## src/shp_pkg.sv

```systemverilog
package shp_pkg;

  // ==========================================================
  // word and counter sizes
  localparam int WORD_W   = 8;
  localparam int CNT_W    = 4;
  localparam int DIV_W    = 4;
  localparam int SYNC_W   = 7;
  localparam int ADDR_W   = 7;

  // ==========================================================
  // timing of the generated serial clock
  localparam int CLK_PERIOD_NS = 50;
  localparam int SCK_HALF_NS   = 200;
  localparam int SCK_HALF_RAW  = SCK_HALF_NS / CLK_PERIOD_NS;
  localparam int SCK_HALF_CYC  = (SCK_HALF_RAW < 1) ? 1 : SCK_HALF_RAW;
  localparam logic [DIV_W-1:0] DIV_RELOAD = DIV_W'(SCK_HALF_CYC - 1);

  // ==========================================================
  // field positions and constant values
  localparam int ADDR_PIN0_POS = 0;
  localparam int ADDR_PIN2_POS = 2;
  localparam logic [3:0] I2C_ADDR_HI = 4'h1;
  localparam logic [1:0] REQ_MODE_OFF = 2'h0;

  // ==========================================================
  // reset values
  localparam logic [ADDR_W-1:0] ADDR_RST  = 7'h00;
  localparam logic              OE_N_RST  = 1'b1;
  localparam logic              ARMED_RST = 1'b1;
  localparam logic              SCK_RST   = 1'b0;

  typedef enum logic [1:0] {
    MODE_SPI_SLAVE  = 2'h0,
    MODE_SPI_MASTER = 2'h1,
    MODE_I2C_SLAVE  = 2'h2,
    MODE_I2C_MASTER = 2'h3
  } port_mode_t;

  typedef enum logic [2:0] {
    ST_IDLE = 3'b001,
    ST_XFER = 3'b010,
    ST_DONE = 3'b100
  } xfer_state_t;

endpackage

```

## src/word_buf_if.sv

```systemverilog
interface word_buf_if import shp_pkg::*; ();
  logic              in_valid;
  logic              in_ready;
  logic [WORD_W-1:0] in_data;
  logic              out_valid;
  logic              out_ready;
  logic [WORD_W-1:0] out_data;

  modport buffer (input  in_valid, in_data, out_ready,
                  output in_ready, out_valid, out_data);
  modport user   (output in_valid, in_data, out_ready,
                  input  in_ready, out_valid, out_data);
endinterface

```

## src/word_buffer.sv

```systemverilog
module word_buffer
  import shp_pkg::*;
(
  input  wire logic         clk_i,
  input  wire logic         reset_n_i,
  word_buf_if.buffer        b
);

  logic [WORD_W-1:0] head_ff;
  logic [WORD_W-1:0] tail_ff;
  logic              head_v_ff;
  logic              tail_v_ff;

  wire push = b.in_valid & ~tail_v_ff;
  wire pop  = head_v_ff & b.out_ready;

  // ==========================================================
  // two-entry skid: head feeds the output, tail absorbs a stall
  wire               nxt_head_v = pop ? (tail_v_ff | push) : (head_v_ff | push);
  wire               nxt_tail_v = pop ? (tail_v_ff & push)
                                      : (tail_v_ff | (push & head_v_ff));
  wire [WORD_W-1:0]  nxt_head   = pop ? (tail_v_ff ? tail_ff : b.in_data)
                                      : (head_v_ff ? head_ff : b.in_data);
  wire [WORD_W-1:0]  nxt_tail   = push ? b.in_data : tail_ff;

  always_ff @(posedge clk_i) begin
    if (!reset_n_i) begin
      head_v_ff <= 1'b0;
      tail_v_ff <= 1'b0;
    end else begin
      head_v_ff <= nxt_head_v;
      tail_v_ff <= nxt_tail_v;
    end
  end

  always_ff @(posedge clk_i) begin
    head_ff <= nxt_head;
    tail_ff <= nxt_tail;
  end

  assign b.in_ready  = ~tail_v_ff;
  assign b.out_valid = head_v_ff;
  assign b.out_data  = head_ff;

endmodule // word_buffer

```

## src/serial_host_port.sv

```systemverilog
// Operation
// - master drives mosi; slave receives mosi
// - i2c slave uses address pin 0
// - i2c master ignores address pin 0
// - i2c slave uses address pin 2
// - i2c master ignores address pin 2
// - address pins undriven and unsampled in reset
// - slave transfers only while select low
// - select low in master raises bus error
// - select high: ignore clocks, miso released
// - slave asserts host request when ready
// - slave drops request at first clock
// - master starts word on host request
// - master waits fresh request after word
// - request pin released in reset, mode off
// - miso input in master, output in slave while selected
// - master makes clock; slave takes it in
module serial_host_port
  import shp_pkg::*;
(
  input  wire logic              clk_i,
  input  wire logic              reset_n_i,
  input  wire logic              soft_reset_i,
  input  wire logic [1:0]        mode_i,
  input  wire logic [1:0]        request_mode_i,
  input  wire logic              bus_error_clr_i,
  output wire logic              bus_error_o,
  input  wire logic              sck_i,
  output wire logic              sck_o,
  output wire logic              sck_oe_n_o,
  input  wire logic              mosi_i,
  output wire logic              mosi_o,
  output wire logic              mosi_oe_n_o,
  input  wire logic              miso_i,
  output wire logic              miso_o,
  output wire logic              miso_oe_n_o,
  input  wire logic              slave_select_n_i,
  input  wire logic              host_request_i,
  output wire logic              host_request_o,
  output wire logic              host_request_oe_n_o,
  input  wire logic              slave_addr_pin0_i,
  input  wire logic              slave_addr_pin2_i,
  output wire logic [ADDR_W-1:0] i2c_own_addr_o,
  input  wire logic [WORD_W-1:0] tx_data_i,
  input  wire logic              tx_valid_i,
  output wire logic              tx_ready_o,
  output wire logic [WORD_W-1:0] rx_data_o,
  output wire logic              rx_valid_o,
  input  wire logic              rx_ready_i
);

  // ==========================================================
  // reset and mode decode
  wire port_rst       = ~reset_n_i | soft_reset_i;
  wire port_rst_n     = ~port_rst;
  wire is_spi_slave   = (mode_i == MODE_SPI_SLAVE);
  wire is_spi_master  = (mode_i == MODE_SPI_MASTER);
  wire is_i2c_slave   = (mode_i == MODE_I2C_SLAVE);
  wire is_slave_role  = is_spi_slave | is_i2c_slave;
  wire req_en         = (request_mode_i != REQ_MODE_OFF);

  // ==========================================================
  // pin synchronisers
  wire  [SYNC_W-1:0] pin_raw = {sck_i, mosi_i, miso_i, slave_select_n_i,
                                host_request_i, slave_addr_pin2_i,
                                slave_addr_pin0_i};
  logic [SYNC_W-1:0] sync1_ff;
  logic [SYNC_W-1:0] sync2_ff;

  genvar gi;
  generate
    for (gi = 0; gi < SYNC_W; gi++) begin : g_sync
      always_ff @(posedge clk_i) begin
        // sck flops start at its idle level: no false edge
        if (port_rst) begin
          sync1_ff[gi] <= (gi == SYNC_W - 1) ? SCK_RST : 1'b1;
          sync2_ff[gi] <= (gi == SYNC_W - 1) ? SCK_RST : 1'b1;
        end else begin
          sync1_ff[gi] <= pin_raw[gi];
          sync2_ff[gi] <= sync1_ff[gi];
        end
      end
    end
  endgenerate

  wire sck_s   = sync2_ff[6];
  wire mosi_s  = sync2_ff[5];
  wire miso_s  = sync2_ff[4];
  wire ss_act  = ~sync2_ff[3];
  wire host_request_act = ~sync2_ff[2];
  wire addr2_s = sync2_ff[1];
  wire addr0_s = sync2_ff[0];

  // ==========================================================
  // state
  xfer_state_t       state_ff;
  xfer_state_t       nxt_state;
  logic [CNT_W-1:0]  bit_cnt_ff;
  logic [DIV_W-1:0]  div_ff;
  logic              sck_d_ff;
  logic              sck_out_ff;
  logic [WORD_W-1:0] shift_tx_ff;
  logic [WORD_W-1:0] shift_rx_ff;
  logic [WORD_W-1:0] tx_hold_ff;
  logic              tx_full_ff;
  logic              tx_ready_ff;
  logic              loaded_ff;
  logic              armed_ff;
  logic              host_request_n_ff;
  logic              bus_error_ff;
  logic [ADDR_W-1:0] addr_ff;
  logic              sck_oe_n_ff;
  logic              mosi_oe_n_ff;
  logic              miso_oe_n_ff;
  logic              host_request_oe_n_ff;

  word_buf_if rxb ();

  word_buffer u_rx_buffer (
    .clk_i     (clk_i),
    .reset_n_i (port_rst_n),
    .b         (rxb.buffer)
  );

  // ==========================================================
  // edge and event decode
  wire in_idle    = (state_ff == ST_IDLE);
  wire in_xfer    = (state_ff == ST_XFER);
  wire in_done    = (state_ff == ST_DONE);
  wire sck_rise   = sck_s & ~sck_d_ff;
  wire sck_fall   = ~sck_s & sck_d_ff;
  wire slave_ok   = is_spi_slave & ss_act;
  wire div_done   = (div_ff == '0);
  wire m_rise     = is_spi_master & in_xfer & div_done & ~sck_out_ff;
  wire m_fall     = is_spi_master & in_xfer & div_done & sck_out_ff;
  wire s_start    = in_idle & slave_ok & sck_rise;
  wire m_go       = req_en ? (armed_ff & host_request_act) : 1'b1;
  wire m_start    = is_spi_master & in_idle & loaded_ff & m_go;
  wire sample     = is_spi_master ? m_rise
                                  : (slave_ok & sck_rise & (in_xfer | in_idle));
  wire shift      = m_fall | (slave_ok & sck_fall & in_xfer);
  wire sample_bit = is_spi_master ? miso_s : mosi_s;
  wire last_bit   = (bit_cnt_ff == CNT_W'(WORD_W - 1));
  wire word_end   = sample & last_bit & in_xfer;
  wire s_abort    = is_spi_slave & in_xfer & ~ss_act;
  wire can_load   = in_idle & ~loaded_ff & tx_full_ff & rxb.in_ready
                    & (is_slave_role | is_spi_master);
  wire tx_accept  = tx_valid_i & tx_ready_ff;

  // ==========================================================
  // transfer sequencing
  always_comb begin
    nxt_state = state_ff;
    unique case (state_ff)
      ST_IDLE: begin
        if (m_start | s_start) begin
          nxt_state = ST_XFER;
        end
      end
      ST_XFER: begin
        if (s_abort) begin
          nxt_state = ST_IDLE;
        end else if (word_end) begin
          nxt_state = is_spi_master ? ST_DONE : ST_IDLE;
        end
      end
      ST_DONE: begin
        if (div_done) begin
          nxt_state = ST_IDLE;
        end
      end
      default: begin
        nxt_state = ST_IDLE;
      end
    endcase
  end

  wire [CNT_W-1:0] nxt_bit_cnt =
    (in_idle | s_abort)  ? (s_start ? CNT_W'(1) : '0) :
    sample               ? bit_cnt_ff + CNT_W'(1) : bit_cnt_ff;
  wire [DIV_W-1:0] nxt_div =
    (m_start | div_done) ? DIV_RELOAD : div_ff - DIV_W'(1);
  wire nxt_sck_out =
    (in_xfer & is_spi_master & div_done) ? ~sck_out_ff :
    (in_done & div_done)                 ? 1'b0 : sck_out_ff;
  wire [WORD_W-1:0] nxt_shift_tx =
    can_load ? tx_hold_ff :
    shift    ? {shift_tx_ff[WORD_W-2:0], 1'b0} : shift_tx_ff;
  wire [WORD_W-1:0] nxt_shift_rx =
    sample ? {shift_rx_ff[WORD_W-2:0], sample_bit} : shift_rx_ff;
  wire nxt_tx_full = (tx_full_ff & ~can_load) | tx_accept;
  wire nxt_loaded  = (loaded_ff | can_load) & ~(m_start | s_start);
  wire nxt_armed   = (armed_ff | ~host_request_act) & ~m_start;
  wire nxt_bus_err = (is_spi_master & ss_act)
                     | (bus_error_ff & ~bus_error_clr_i);
  wire [ADDR_W-1:0] slave_addr = {I2C_ADDR_HI, addr2_s, 1'b0, addr0_s};
  wire [ADDR_W-1:0] nxt_addr =
    is_i2c_slave ? slave_addr : addr_ff;

  // ==========================================================
  // registers
  always_ff @(posedge clk_i) begin
    if (port_rst) begin
      state_ff   <= ST_IDLE;
      bit_cnt_ff <= '0;
      div_ff     <= DIV_RELOAD;
      sck_d_ff   <= SCK_RST;
      sck_out_ff <= SCK_RST;
    end else begin
      state_ff   <= nxt_state;
      bit_cnt_ff <= nxt_bit_cnt;
      div_ff     <= nxt_div;
      sck_d_ff   <= sck_s;
      sck_out_ff <= nxt_sck_out;
    end
  end

  always_ff @(posedge clk_i) begin
    if (port_rst) begin
      shift_tx_ff <= '0;
      shift_rx_ff <= '0;
      tx_hold_ff  <= '0;
      tx_full_ff  <= 1'b0;
      tx_ready_ff <= 1'b0;
    end else begin
      shift_tx_ff <= nxt_shift_tx;
      shift_rx_ff <= nxt_shift_rx;
      tx_hold_ff  <= tx_accept ? tx_data_i : tx_hold_ff;
      tx_full_ff  <= nxt_tx_full;
      tx_ready_ff <= ~nxt_tx_full;
    end
  end

  always_ff @(posedge clk_i) begin
    if (port_rst) begin
      loaded_ff    <= 1'b0;
      armed_ff     <= ARMED_RST;
      host_request_n_ff    <= 1'b1;
      bus_error_ff <= 1'b0;
      addr_ff      <= ADDR_RST;
    end else begin
      loaded_ff    <= nxt_loaded;
      armed_ff     <= nxt_armed;
      host_request_n_ff    <= ~nxt_loaded;
      bus_error_ff <= nxt_bus_err;
      addr_ff      <= nxt_addr;
    end
  end

  // ==========================================================
  // pin direction
  always_ff @(posedge clk_i) begin
    if (port_rst) begin
      sck_oe_n_ff  <= OE_N_RST;
      mosi_oe_n_ff <= OE_N_RST;
      miso_oe_n_ff <= OE_N_RST;
      host_request_oe_n_ff <= OE_N_RST;
    end else begin
      sck_oe_n_ff  <= ~is_spi_master;
      mosi_oe_n_ff <= ~is_spi_master;
      miso_oe_n_ff <= ~slave_ok;
      host_request_oe_n_ff <= ~(is_slave_role & req_en);
    end
  end

  assign rxb.in_valid  = word_end;
  assign rxb.in_data   = {shift_rx_ff[WORD_W-2:0], sample_bit};
  assign rxb.out_ready = rx_ready_i;

  assign sck_o               = sck_out_ff;
  assign sck_oe_n_o          = sck_oe_n_ff;
  assign mosi_o              = shift_tx_ff[WORD_W-1];
  assign mosi_oe_n_o         = mosi_oe_n_ff;
  assign miso_o              = shift_tx_ff[WORD_W-1];
  assign miso_oe_n_o         = miso_oe_n_ff;
  assign host_request_o      = host_request_n_ff;
  assign host_request_oe_n_o = host_request_oe_n_ff;
  assign bus_error_o         = bus_error_ff;
  assign i2c_own_addr_o      = addr_ff;
  assign tx_ready_o          = tx_ready_ff;
  assign rx_data_o           = rxb.out_data;
  assign rx_valid_o          = rxb.out_valid;
endmodule // serial_host_port

```

## config.mk

```make
export PLATFORM = sky130hd
export DESIGN_NAME = serial_host_port
export DESIGN_NICKNAME = d
export VERILOG_FILES = /design/src/shp_pkg.sv /design/src/word_buf_if.sv /design/src/word_buffer.sv /design/src/serial_host_port.sv
export SDC_FILE = /design/constraint.sdc
export NUM_CORES = 1
export LEC_CHECK = 0
export BUFFER_PORTS_ARGS = -buffer_cell sky130_fd_sc_hd__buf_2
export CAP_MARGIN = 20
export CORE_MARGIN = 3
export CORE_UTILIZATION = 60
export CTS_CLUSTER_DIAMETER = 100
export DETAILED_ROUTE_END_ITERATION = 16
export MAX_ROUTING_LAYER = met4
export PLACE_DENSITY = 0.91
export SLEW_MARGIN = 0
export SYNTH_ARGS = -nofsm -noshare
export SYNTH_HDL_FRONTEND = slang
export SYNTH_SLANG_ARGS = --single-unit
```

## constraint.sdc

```tcl
create_clock -name clk_i -period 4.5 [get_ports clk_i]
set_input_delay 0.9 -clock clk_i [delete_from_list [all_inputs] [get_ports clk_i]]
set_output_delay 0.9 -clock clk_i [all_outputs]
set_load 0.05 [all_outputs]
```

==> results.json, run 1 <==
{
  "endpoint_kind": "flip-flop",
  "dp_cells": 418,
  "p_per_area_nw_per_um2": 387.6,
  "grt_pass1_vias": 2198,
  "status": "finished clean",
  "holdPathEnd": "div_ff[0]",
  "cts_setup_buffers": 0,
  "cts.sinks": 80,
  "power_w": 0.001428,
  "num_io_pins": 51,
  "final_cell_mix": "64 x dfxtp_1, 46 x buf_2, 43 x nand2_1, 23 x a21oi_1, 17 x nand2b_1",
  "crit_buf_inv": 1,
  "hold_viol": 0,
  "die_h_um": 79.27,
  "grt_max_degree": 39,
  "multiInputGateArea_um2": 1324,
  "drv_slew": 0,
  "drt_iter0_markers": 229,
  "tns_ns": 0,
  "cts_tree": "done",
  "ff2ff_setup_slack_ns": 1.99,
  "async_reset_ff_frac": 0,
  "port_buffers": 46,
  "ctsResizeCount": 0,
  "timing.rr.end": "u_rx_buffer.tail_ff[7]",
  "min_from": "div_ff[0]",
  "htree_levels": 3,
  "diodes": 0,
  "fmaxAchievable_ghz": 0.3731,
  "worstPathRequired_ns": 4.75,
  "final_cells": 434,
  "timing.final.crit_share": 0.5956,
  "gp_congestion": 0.9557,
  "rsz0062_at_grt": "no",
  "antenna_found_initial": 0,
  "vdd.ir_drop.worst_uv": 299.0,
  "gr-usage-all-layers": 0.2140,
  "die_x_um": 79.27,
  "vias": 2396,
  "fin_crit_ns": 2.680,
  "vias_per_cell": 5.521,
  "nFillCells": 390,
  "clk_path_buf_depth": 2,
  "total_leakage_power_nw": 1.382,
  "ys_types": 52,
  "grt-ovfl-total": 0,
  "ys_ff_latch": 80,
  "dp_hpwl_um": 4204,
  "critPathSlowestCell": "nor4_2",
  "worstHoldPathType": "reg -> reg",
  "synthCells": 318,
  "place_ws_ns": 1.492,
  "synthesis.area_um2": 3221,
  "layout_setup_ws_ns": 1.820,
  "crit_chain": "buf_2 > or3_1 > nor4_2 > o221ai_1 > and4_1",
  "relSlewSlack": 0.3500,
  "dieArea_um2": 6283,
  "holdPathStages": 1,
  "first_pass_iters": 4,
  "tightest_slew_ns": 0.9670,
  "routed_wl_um": 5986,
  "drc": 0,
  "yosysSeqAreaShare": 0.5470,
  "cts_made_buffers": 9,
  "final_common_cell": "dfxtp_1",
  "clk_pin_slew_ns": 0.08,
  "clk_latency_ns": 0.35,
  "cpLargestDelayFamily": "simple AND/OR/NAND/NOR gates",
  "synth_warnings": 0,
  "grt_pass1_wl_um": 10190,
  "finalSetupViolCount": 0,
  "antenna_left": 0,
  "nNetsFinal": 387,
  "reg2reg_from": "div_ff[0]",
  "post_drt_wl_per_cell_um": 13.79,
  "hold_buffers": 0,
  "regArea_um2": 1762,
  "rows": 26,
  "cts_root_buf": "clkbuf_8",
  "fin_skew_ns": 0.006257,
  "synth_edf_count": 16,
  "layout-drive-gt1-share": 0.2253,
  "path_max_fanout": 12,
  "start_util": 0.6266,
  "worstSetupStartpointType": "primary input",
  "coreArea_um2": 5140,
  "finish.utilization": 0.7169,
  "r2r_cells": 6,
  "ys.flop_type": "dfxtp_1",
  "syn_to_final_growth_pct": 14.41,
  "postSynthAreaPerCell_um2": 10.13,
  "arrival_ns": 2.93,
  "cp_slowest_stage_delay_ns": 0.87,
  "cap_viol_max_count": 0,
  "path_class": "in -> reg"
}
power breakdown:
group	internal [W]	switching (W)	leakage [nW]	total (W)
Clock	0.000368	0.000257	0.108	0.000625
Sequential	0.000736	0.00000366	0.688	0.000739
Combinational	0.0000207	0.0000435	0.586	0.0000642
Total	0.00112	0.000304	1.38	0.00143
cell type report:
type / instances / share of cell area
sequential: 80 / 0.4781
multi-input combinational: 214 / 0.3593
timing repair buffer: 48 / 0.06655
clock buffer: 9 / 0.03362
clock inverter: 7 / 0.03260
tap: 70 / 0.02377
inverter: 6 / 0.006112
through the flow:
stage / area (µm²) / hold slack, ns
2_1_floorplan: 3232 / 0.3717
3_3_place_gp: 3441 / 0.3836
3_5_place_dp: 3441 / 0.3932
4_1_cts: 3685 / 0.4118
5_1_grt: 3685 / 0.4296
6_report: 3685 / 0.4093
worst max-delay path by stage:
stage,cells after the start,start,slack (ns),endpoint
after floorplan,6,mode_i[1],2.14,shift_rx_ff[0]
after global placement,5,mode_i[1],1.56,bit_cnt_ff[0]
after detailed placement,5,mode_i[1],1.49,bit_cnt_ff[0]
after CTS,5,mode_i[1],1.88,bit_cnt_ff[0]
after global routing,5,mode_i[1],1.77,u_rx_buffer.tail_v_ff
final,5,mode_i[1],1.82,bit_cnt_ff[0]
sequential cells by signal, indices dropped and copies added (netlist names), 2 cells and up:
| signal | count |
|---|---|
| bit_cnt_ff | 4 |
| div_ff | 4 |
| i2c_own_addr_o | 3 |
| shift_rx_ff | 7 |
| shift_tx_ff | 8 |
| state_ff | 3 |
| sync1_ff | 7 |
| sync2_ff | 2 |
| tx_hold_ff | 8 |
| u_rx_buffer.b.out_data | 8 |
| u_rx_buffer.tail_ff | 8 |
per-layer routing:
| layer | track usage | up-vias | wire (µm) |
|---|---|---|---|
| met5 | - | - | 0 |
| met4 | 0.08076 | 0 | 119 |
| met3 | 0.06916 | 12 | 363 |
| met2 | 0.3199 | 74 | 2807 |
| met1 | 0.2723 | 1106 | 2696 |
| li1 | - | 1204 | - |
cell usage after synthesis (7+ instances only):
library cell / count / area (µm²)
dfxtp_1: 64 / 1281
nand2_1: 43 / 161.4
a21oi_1: 23 / 115.1
nand2b_1: 17 / 106.4
edfxtp_1: 16 / 480.5
nor2_1: 12 / 45.04
nand3_1: 11 / 55.05
mux2_2: 9 / 101.4
o21ai_0: 8 / 40.04
a311oi_1: 7 / 61.31
buf_4: 7 / 52.55
nor4_1: 7 / 43.79
cells by family after synthesis:
group | count (synthesis) | synth area share
adders and majority gates | 3 | 0.01166
DFF | 80 | 0.5470
xor gates and xnor gates | 3 | 0.008160
other | 1 | 0.001164
AOI/OAI and AO/OA | 59 | 0.1123
muxes | 13 | 0.04390
buffers and inverters | 27 | 0.04545
and+or+nand+nor | 132 | 0.2304
No activity file was read; power rests on OpenSTA's default activity.
==> run 2, diff against run 1 <==
CORE_UTILIZATION = 50   (was 60)
PLACE_DENSITY = 0.82   (was 0.91)
clock period = 2.44 ns   (was 4.5 ns; I/O delays follow)
==> run 2 against run 1 <==
Critical path depth increased by 1. Die area is 18% higher. Final area decreased by 0.68%. Sequential power up 84%. Largest cell class unchanged.
==> results.json, run 2 (synthesis gave the netlist of run 1 again) <==
{
  "status": "finished clean",
  "crit_top_cell": "inv_1",
  "htree_levels": 3,
  "clk_latency_ns": 0.36,
  "clk_pin_slew_ns": 0.07,
  "cts_root_buf": "clkbuf_8",
  "critical_path.startpoint": "div_ff[0]",
  "nNetsFinal": 390,
  "final_cell_mix": "64 x dfxtp_1, 46 x buf_2, 43 x nand2_1, 23 x a21oi_1, 17 x nand2b_1",
  "diodes": 0,
  "crit_buf_inv": 2,
  "port_buffers": 46,
  "grt_pass1_wl_um": 9970,
  "path_class": "reg -> reg",
  "p_per_area_nw_per_um2": 661.7,
  "fmaxAchievable_ghz": 0.4961,
  "critPathSlowestCell": "or4b_1",
  "tightest_slew_ns": 0.5589,
  "ctsResizeCount": 0,
  "arrival_ns": 2.03,
  "final_common_cell": "dfxtp_1",
  "gr-usage-all-layers": 0.1758,
  "fin_skew_ns": 0.01259,
  "cp_slowest_stage_delay_ns": 0.51,
  "ff2ff_setup_slack_ns": 0.42,
  "timing.final.crit_share": 0.8262,
  "drt_iter0_markers": 154,
  "die_x_um": 86.26,
  "post_drt_wl_per_cell_um": 13.47,
  "gp_congestion": 0.9119,
  "dp_cells": 426,
  "start_util": 0.5314,
  "hold_buffers": 0,
  "dp_hpwl_um": 4265,
  "grt-ovfl-total": 0,
  "antenna_left": 0,
  "vias_per_cell": 5.364,
  "final_cells": 442,
  "crit_chain": "inv_1 > ha_1 > or4b_1 > nor3_2 > o21ai_0 > inv_1",
  "routed_wl_um": 5953,
  "cts.sinks": 80,
  "worstPathRequired_ns": 2.46,
  "cp.depth": 6,
  "drv_slew": 0,
  "rows": 28,
  "tns_ns": 0,
  "fin_crit_ns": 2.016,
  "critical_path.endpoint": "u_rx_buffer.tail_ff[1]",
  "nFillCells": 520,
  "hold_viol": 0,
  "endpoint_kind": "flip-flop",
  "timing.rr.end": "u_rx_buffer.tail_ff[1]",
  "reg2reg_from": "div_ff[0]",
  "vias": 2371,
  "dieArea_um2": 7440,
  "cap_viol_max_count": 0,
  "cpLargestDelayFamily": "simple AND/OR/NAND/NOR gates",
  "finalSetupViolCount": 0,
  "num_io_pins": 51,
  "vdd.ir_drop.worst_uv": 408.6,
  "die_h_um": 86.26,
  "drc": 0,
  "min_from": "host_request_i",
  "worstSetupStartpointType": "flip-flop",
  "total_leakage_power_nw": 1.395,
  "antenna_found_initial": 0,
  "clk_path_buf_depth": 2,
  "first_pass_iters": 4,
  "grt_max_degree": 38,
  "cts_setup_buffers": 0,
  "path_max_fanout": 8,
  "layout-drive-gt1-share": 0.2262,
  "grt_pass1_vias": 2208,
  "cts_tree": "done",
  "relSlewSlack": 0.6243,
  "rsz0062_at_grt": "no",
  "worstHoldPathType": "in -> reg",
  "cts_made_buffers": 9,
  "coreArea_um2": 6061,
  "r2r_cells": 6,
  "syn_to_final_growth_pct": 13.64
}
run 2: changes by cell type in the layout (fill, tap and decap cells not counted):
cell and delta:
clkinvlp_4 -4, buf_4 +3, clkinv_2 +3, bufinv_16 -2, clkbuf_1 +2, clkbuf_8 +1
run 2: metrics by stage:
step | utilization | power (W) | area (µm²) | setup WS [ns] | hold WS (ns)
6_report | 0.6038 | 0.002422 | 3660 | 0.4242 | 0.3107
5_1_grt | 0.6038 | 0.002532 | 3660 | 0.3087 | 0.3043
4_1_cts | 0.6038 | 0.002441 | 3660 | 0.4251 | 0.3002
3_5_place_dp | 0.5725 | 0.001512 | 3470 | 0.1913 | 0.3841
3_3_place_gp | 0.5725 | 0.001510 | 3470 | 0.2685 | 0.3845
2_1_floorplan | - | 0.001479 | 3232 | 0.3219 | 0.3717
run 2: how the worst min path moves through the flow:
| stage | end | cells past startpoint | slack, ns |
|---|---|---|---|
| 6_report | sync1_ff[2] | 2 | 0.31 |
| 2_1_floorplan | div_ff[0] | 1 | 0.37 |
| 3_5_place_dp | div_ff[0] | 1 | 0.38 |
| 3_3_place_gp | div_ff[0] | 1 | 0.38 |
| 5_1_grt | sync1_ff[3] | 2 | 0.30 |
| 4_1_cts | sync1_ff[0] | 2 | 0.30 |
run 2: worst register-to-register path: stages (launching register included):
cell and delay (ns):
dfxtp_1 0.32, inv_1 0.08, ha_1 0.18, or4b_1 0.51
nor3_2 0.15, o21ai_0 0.13, inv_1 0.30
run 2: layout make-up:
type                    count  area [µm²]  share of cell area
flip-flops and latches     80        1762              0.4814
multi-input cells         214        1324              0.3617
repair buffers             51       267.8             0.07316
clock buffers              12       145.1             0.03966
well taps                  75       93.84             0.02564
clock inverters             4       45.04             0.01231
inverters                   6       22.52            0.006154
run 2: where the power goes:
group | switching (W) | total (W) | leakage, nW | internal (W)
clock network | 0.000444 | 0.000940 | 0.100 | 0.000496
registers | 0.00000675 | 0.00136 | 0.693 | 0.00136
logic | 0.0000791 | 0.000118 | 0.602 | 0.0000386
total | 0.000530 | 0.00242 | 1.40 | 0.00189
run 2: metal layers:
metal  vias up  global-route usage  part of all wire
met5         -                   -                 0
met4         0             0.07649             0.016
met3        10             0.04278             0.053
met2        58              0.2726              0.48
met1      1090              0.2196              0.45
li1       1213                   -                 -
==> run 3, diff against run 2 <==
ABC_AREA = 1   (was unset)
clock period = 1.69 ns   (was 2.44 ns; I/O delays follow)
==> run 3 against run 2 <==
Final area grew 1.7%. Synthesized area fell by 3.3%. Largest cell class unchanged. Via count up 2.1%. First-iteration DRC count increased by 15%. Sequential power up 45%. Highest routed layer unchanged. Count of clock-buffer cells in the layout is 3 lower.
==> results.json, run 3 <==
{
  "cts_made_buffers": 9,
  "clk_path_buf_depth": 2,
  "start_util": 0.5198,
  "postSynthAreaPerCell_um2": 8.772,
  "power_w": 0.003790,
  "htree_levels": 3,
  "vdd.ir_drop.worst_uv": 651.8,
  "power_switching_w": 0.0008000,
  "antenna_left": 0,
  "intPower_w": 0.002990,
  "endpoint_kind": "flip-flop",
  "critPathSlowestCell": "dfxtp_1",
  "placed_cell_area_um2": 3465,
  "timing.final.crit_share": 0.9481,
  "r2r_cells": 10,
  "arrival_ns": 1.67,
  "hold_buffers": 0,
  "dp_hpwl_um": 4107,
  "vias_per_cell": 4.899,
  "pwr-share-seq": 0.520,
  "ys_top_cells_by_count": "69 x nor2_1, 64 x dfxtp_1, 53 x nand2_1",
  "yosys-top-cells-area": "dfxtp_1 41%, edfxtp_1 15%, nor2_1 8.3%",
  "clk_latency_ns": 0.35,
  "ys_types": 33,
  "reg2reg_from": "state_ff[2]",
  "fin_skew_ns": 0.008609,
  "finalSetupViolCount": 0,
  "post_drt_wl_per_cell_um": 11.84,
  "combPwrFrac": 0.049,
  "ys.flop_type": "dfxtp_1",
  "crit_top_cell": "nand2_2",
  "dieArea_um2": 7211,
  "cts_root_buf": "clkbuf_8",
  "diodes": 0,
  "synthesis.area_um2": 3114,
  "path_max_fanout": 8,
  "yosysTopAreaCell": "dfxtp_1",
  "hold_viol": 0,
  "num_io_pins": 51,
  "drv_slew": 0,
  "coreArea_um2": 5991,
  "fin_crit_ns": 1.602,
  "cp_slowest_stage_delay_ns": 0.33,
  "worstSetupStartpointType": "flip-flop",
  "cts.sinks": 80,
  "syn_to_final_growth_pct": 19.49,
  "synth_warnings": 0,
  "ff2ff_setup_slack_ns": 0.09,
  "gr-usage-all-layers": 0.1746,
  "drc": 0,
  "yosysMostFrequentCell": "nor2_1",
  "fmaxAchievable_ghz": 0.6241,
  "final_cell_mix": "69 x nor2_1, 64 x dfxtp_1, 51 x nand2_1, 46 x buf_2, 28 x inv_1",
  "cap_viol_max_count": 0,
  "first_pass_iters": 5,
  "final_common_cell": "nor2_1",
  "nNetsFinal": 442,
  "grt_max_degree": 34,
  "synth_top_cell_area_share": 0.4114,
  "ys_ff_latch": 80,
  "layout-drive-gt1-share": 0.2840,
  "worstPathRequired_ns": 1.76,
  "total_leakage_power_nw": 1.672,
  "synthCells": 355,
  "port_buffers": 46,
  "die_x_um": 84.92,
  "cts_tree": "done",
  "yosysSeqAreaShare": 0.5657,
  "async_reset_ff_frac": 0,
  "status": "finished clean",
  "crit_chain": "inv_1 > nand3_4 > nor2_2 > nand3_2 > nand2_4 > nand2_2 > nor2_4 > nand2_2 > inv_2 > buf_12",
  "gp_congestion": 0.8330,
  "synth_edf_count": 16,
  "grt_pass1_wl_um": 9694,
  "grt_pass1_vias": 2263,
  "p_clk_frac": 0.431,
  "fin_area_um2": 3721,
  "p_per_area_nw_per_um2": 1018,
  "worstHoldPathType": "in -> reg",
  "critical_path.startpoint": "state_ff[2]",
  "critical_path.endpoint": "u_rx_buffer.tail_ff[6]",
  "grt-ovfl-total": 0,
  "switching_share": 0.2111,
  "path_class": "reg -> reg",
  "rows": 28,
  "routed_wl_um": 5847,
  "timing.rr.end": "u_rx_buffer.tail_ff[6]",
  "vias": 2420,
  "drt_iter0_markers": 177,
  "antenna_found_initial": 0,
  "clk_pin_slew_ns": 0.08,
  "die_h_um": 84.92
}
[run 3: final cells by class]
cell class	count	area [µm²]
Clock buffer	9	123.9
Clock inverter	7	110.1
Fill cell	506	2270
Inverter	37	141.4
Multi-Input combinational cell	228	1157
Sequential cell	80	1762
Tap cell	75	93.84
Timing Repair Buffer	58	332.8
[run 3: power by group through the flow]
stage | clock network (W) | logic, W | registers (W)
floorplan | 0 | 0.000103 | 0.00204
global placement | 0 | 0.000179 | 0.00202
detailed placement | 0 | 0.000183 | 0.00202
CTS | 0.00166 | 0.000184 | 0.00197
global route | 0.00174 | 0.000205 | 0.00197
finish | 0.00163 | 0.000184 | 0.00197
[run 3: stage by stage]
stage	util	setup WS [ns]	TNS (ns)	instances	hold WS (ns)
finish	0.6211	0.08764	0	494	0.1666
CTS	0.6174	0.03542	0	493	0.1589
global route	0.6211	-0.005918	-0.02099	494	0.1649
detailed placement	0.5783	-0.007407	-0.05835	477	0.3974
floorplan	-	0.03539	0	358	0.3789
global placement	0.5783	0.03561	0	477	0.3898
[run 3: worst min path at each step]
stage | start | endpoint | cells past startpoint
6_report | slave_addr_pin0_i | sync1_ff[0] | 2
5_1_grt | mosi_i | sync1_ff[5] | 2
2_1_floorplan | div_ff[0] | div_ff[0] | 1
3_5_place_dp | sync1_ff[0] | addr0_s | 1
3_3_place_gp | div_ff[0] | div_ff[0] | 1
4_1_cts | slave_addr_pin0_i | sync1_ff[0] | 2
[run 3: cells by family after synthesis]
family,share of synthesized area
mux,0.02531
compound gates,0.08196
buf+inv,0.07030
xor+xnor,0.005626
simple gates,0.2378
other cells,0.001204
flops,0.5657
fa+ha+maj,0.01205
[run 3: repair_timing]
| action | 4_1_cts | 5_1_grt |
|---|---|---|
| resized for setup | 0 | 8 |
| hold endpoints to repair | 0 | 0 |
| setup buffers | 0 | 1 |
| endpoints found under the setup margin | 0 | 10 |
[run 3: critical path, delay by kind of cell, from the launching register on]
kind	cells	cell delay [ns]
AND/OR/NAND/NOR	7	0.69
flip-flops	1	0.33
buffers and inverters	3	0.31
[run 3: layer usage]
metal,vias to the layer above,track usage,share of wire
met5,-,-,0
met4,0,0.09784,0.020
met3,14,0.03107,0.041
met2,54,0.2890,0.49
met1,1111,0.1998,0.45
li1,1241,-,-
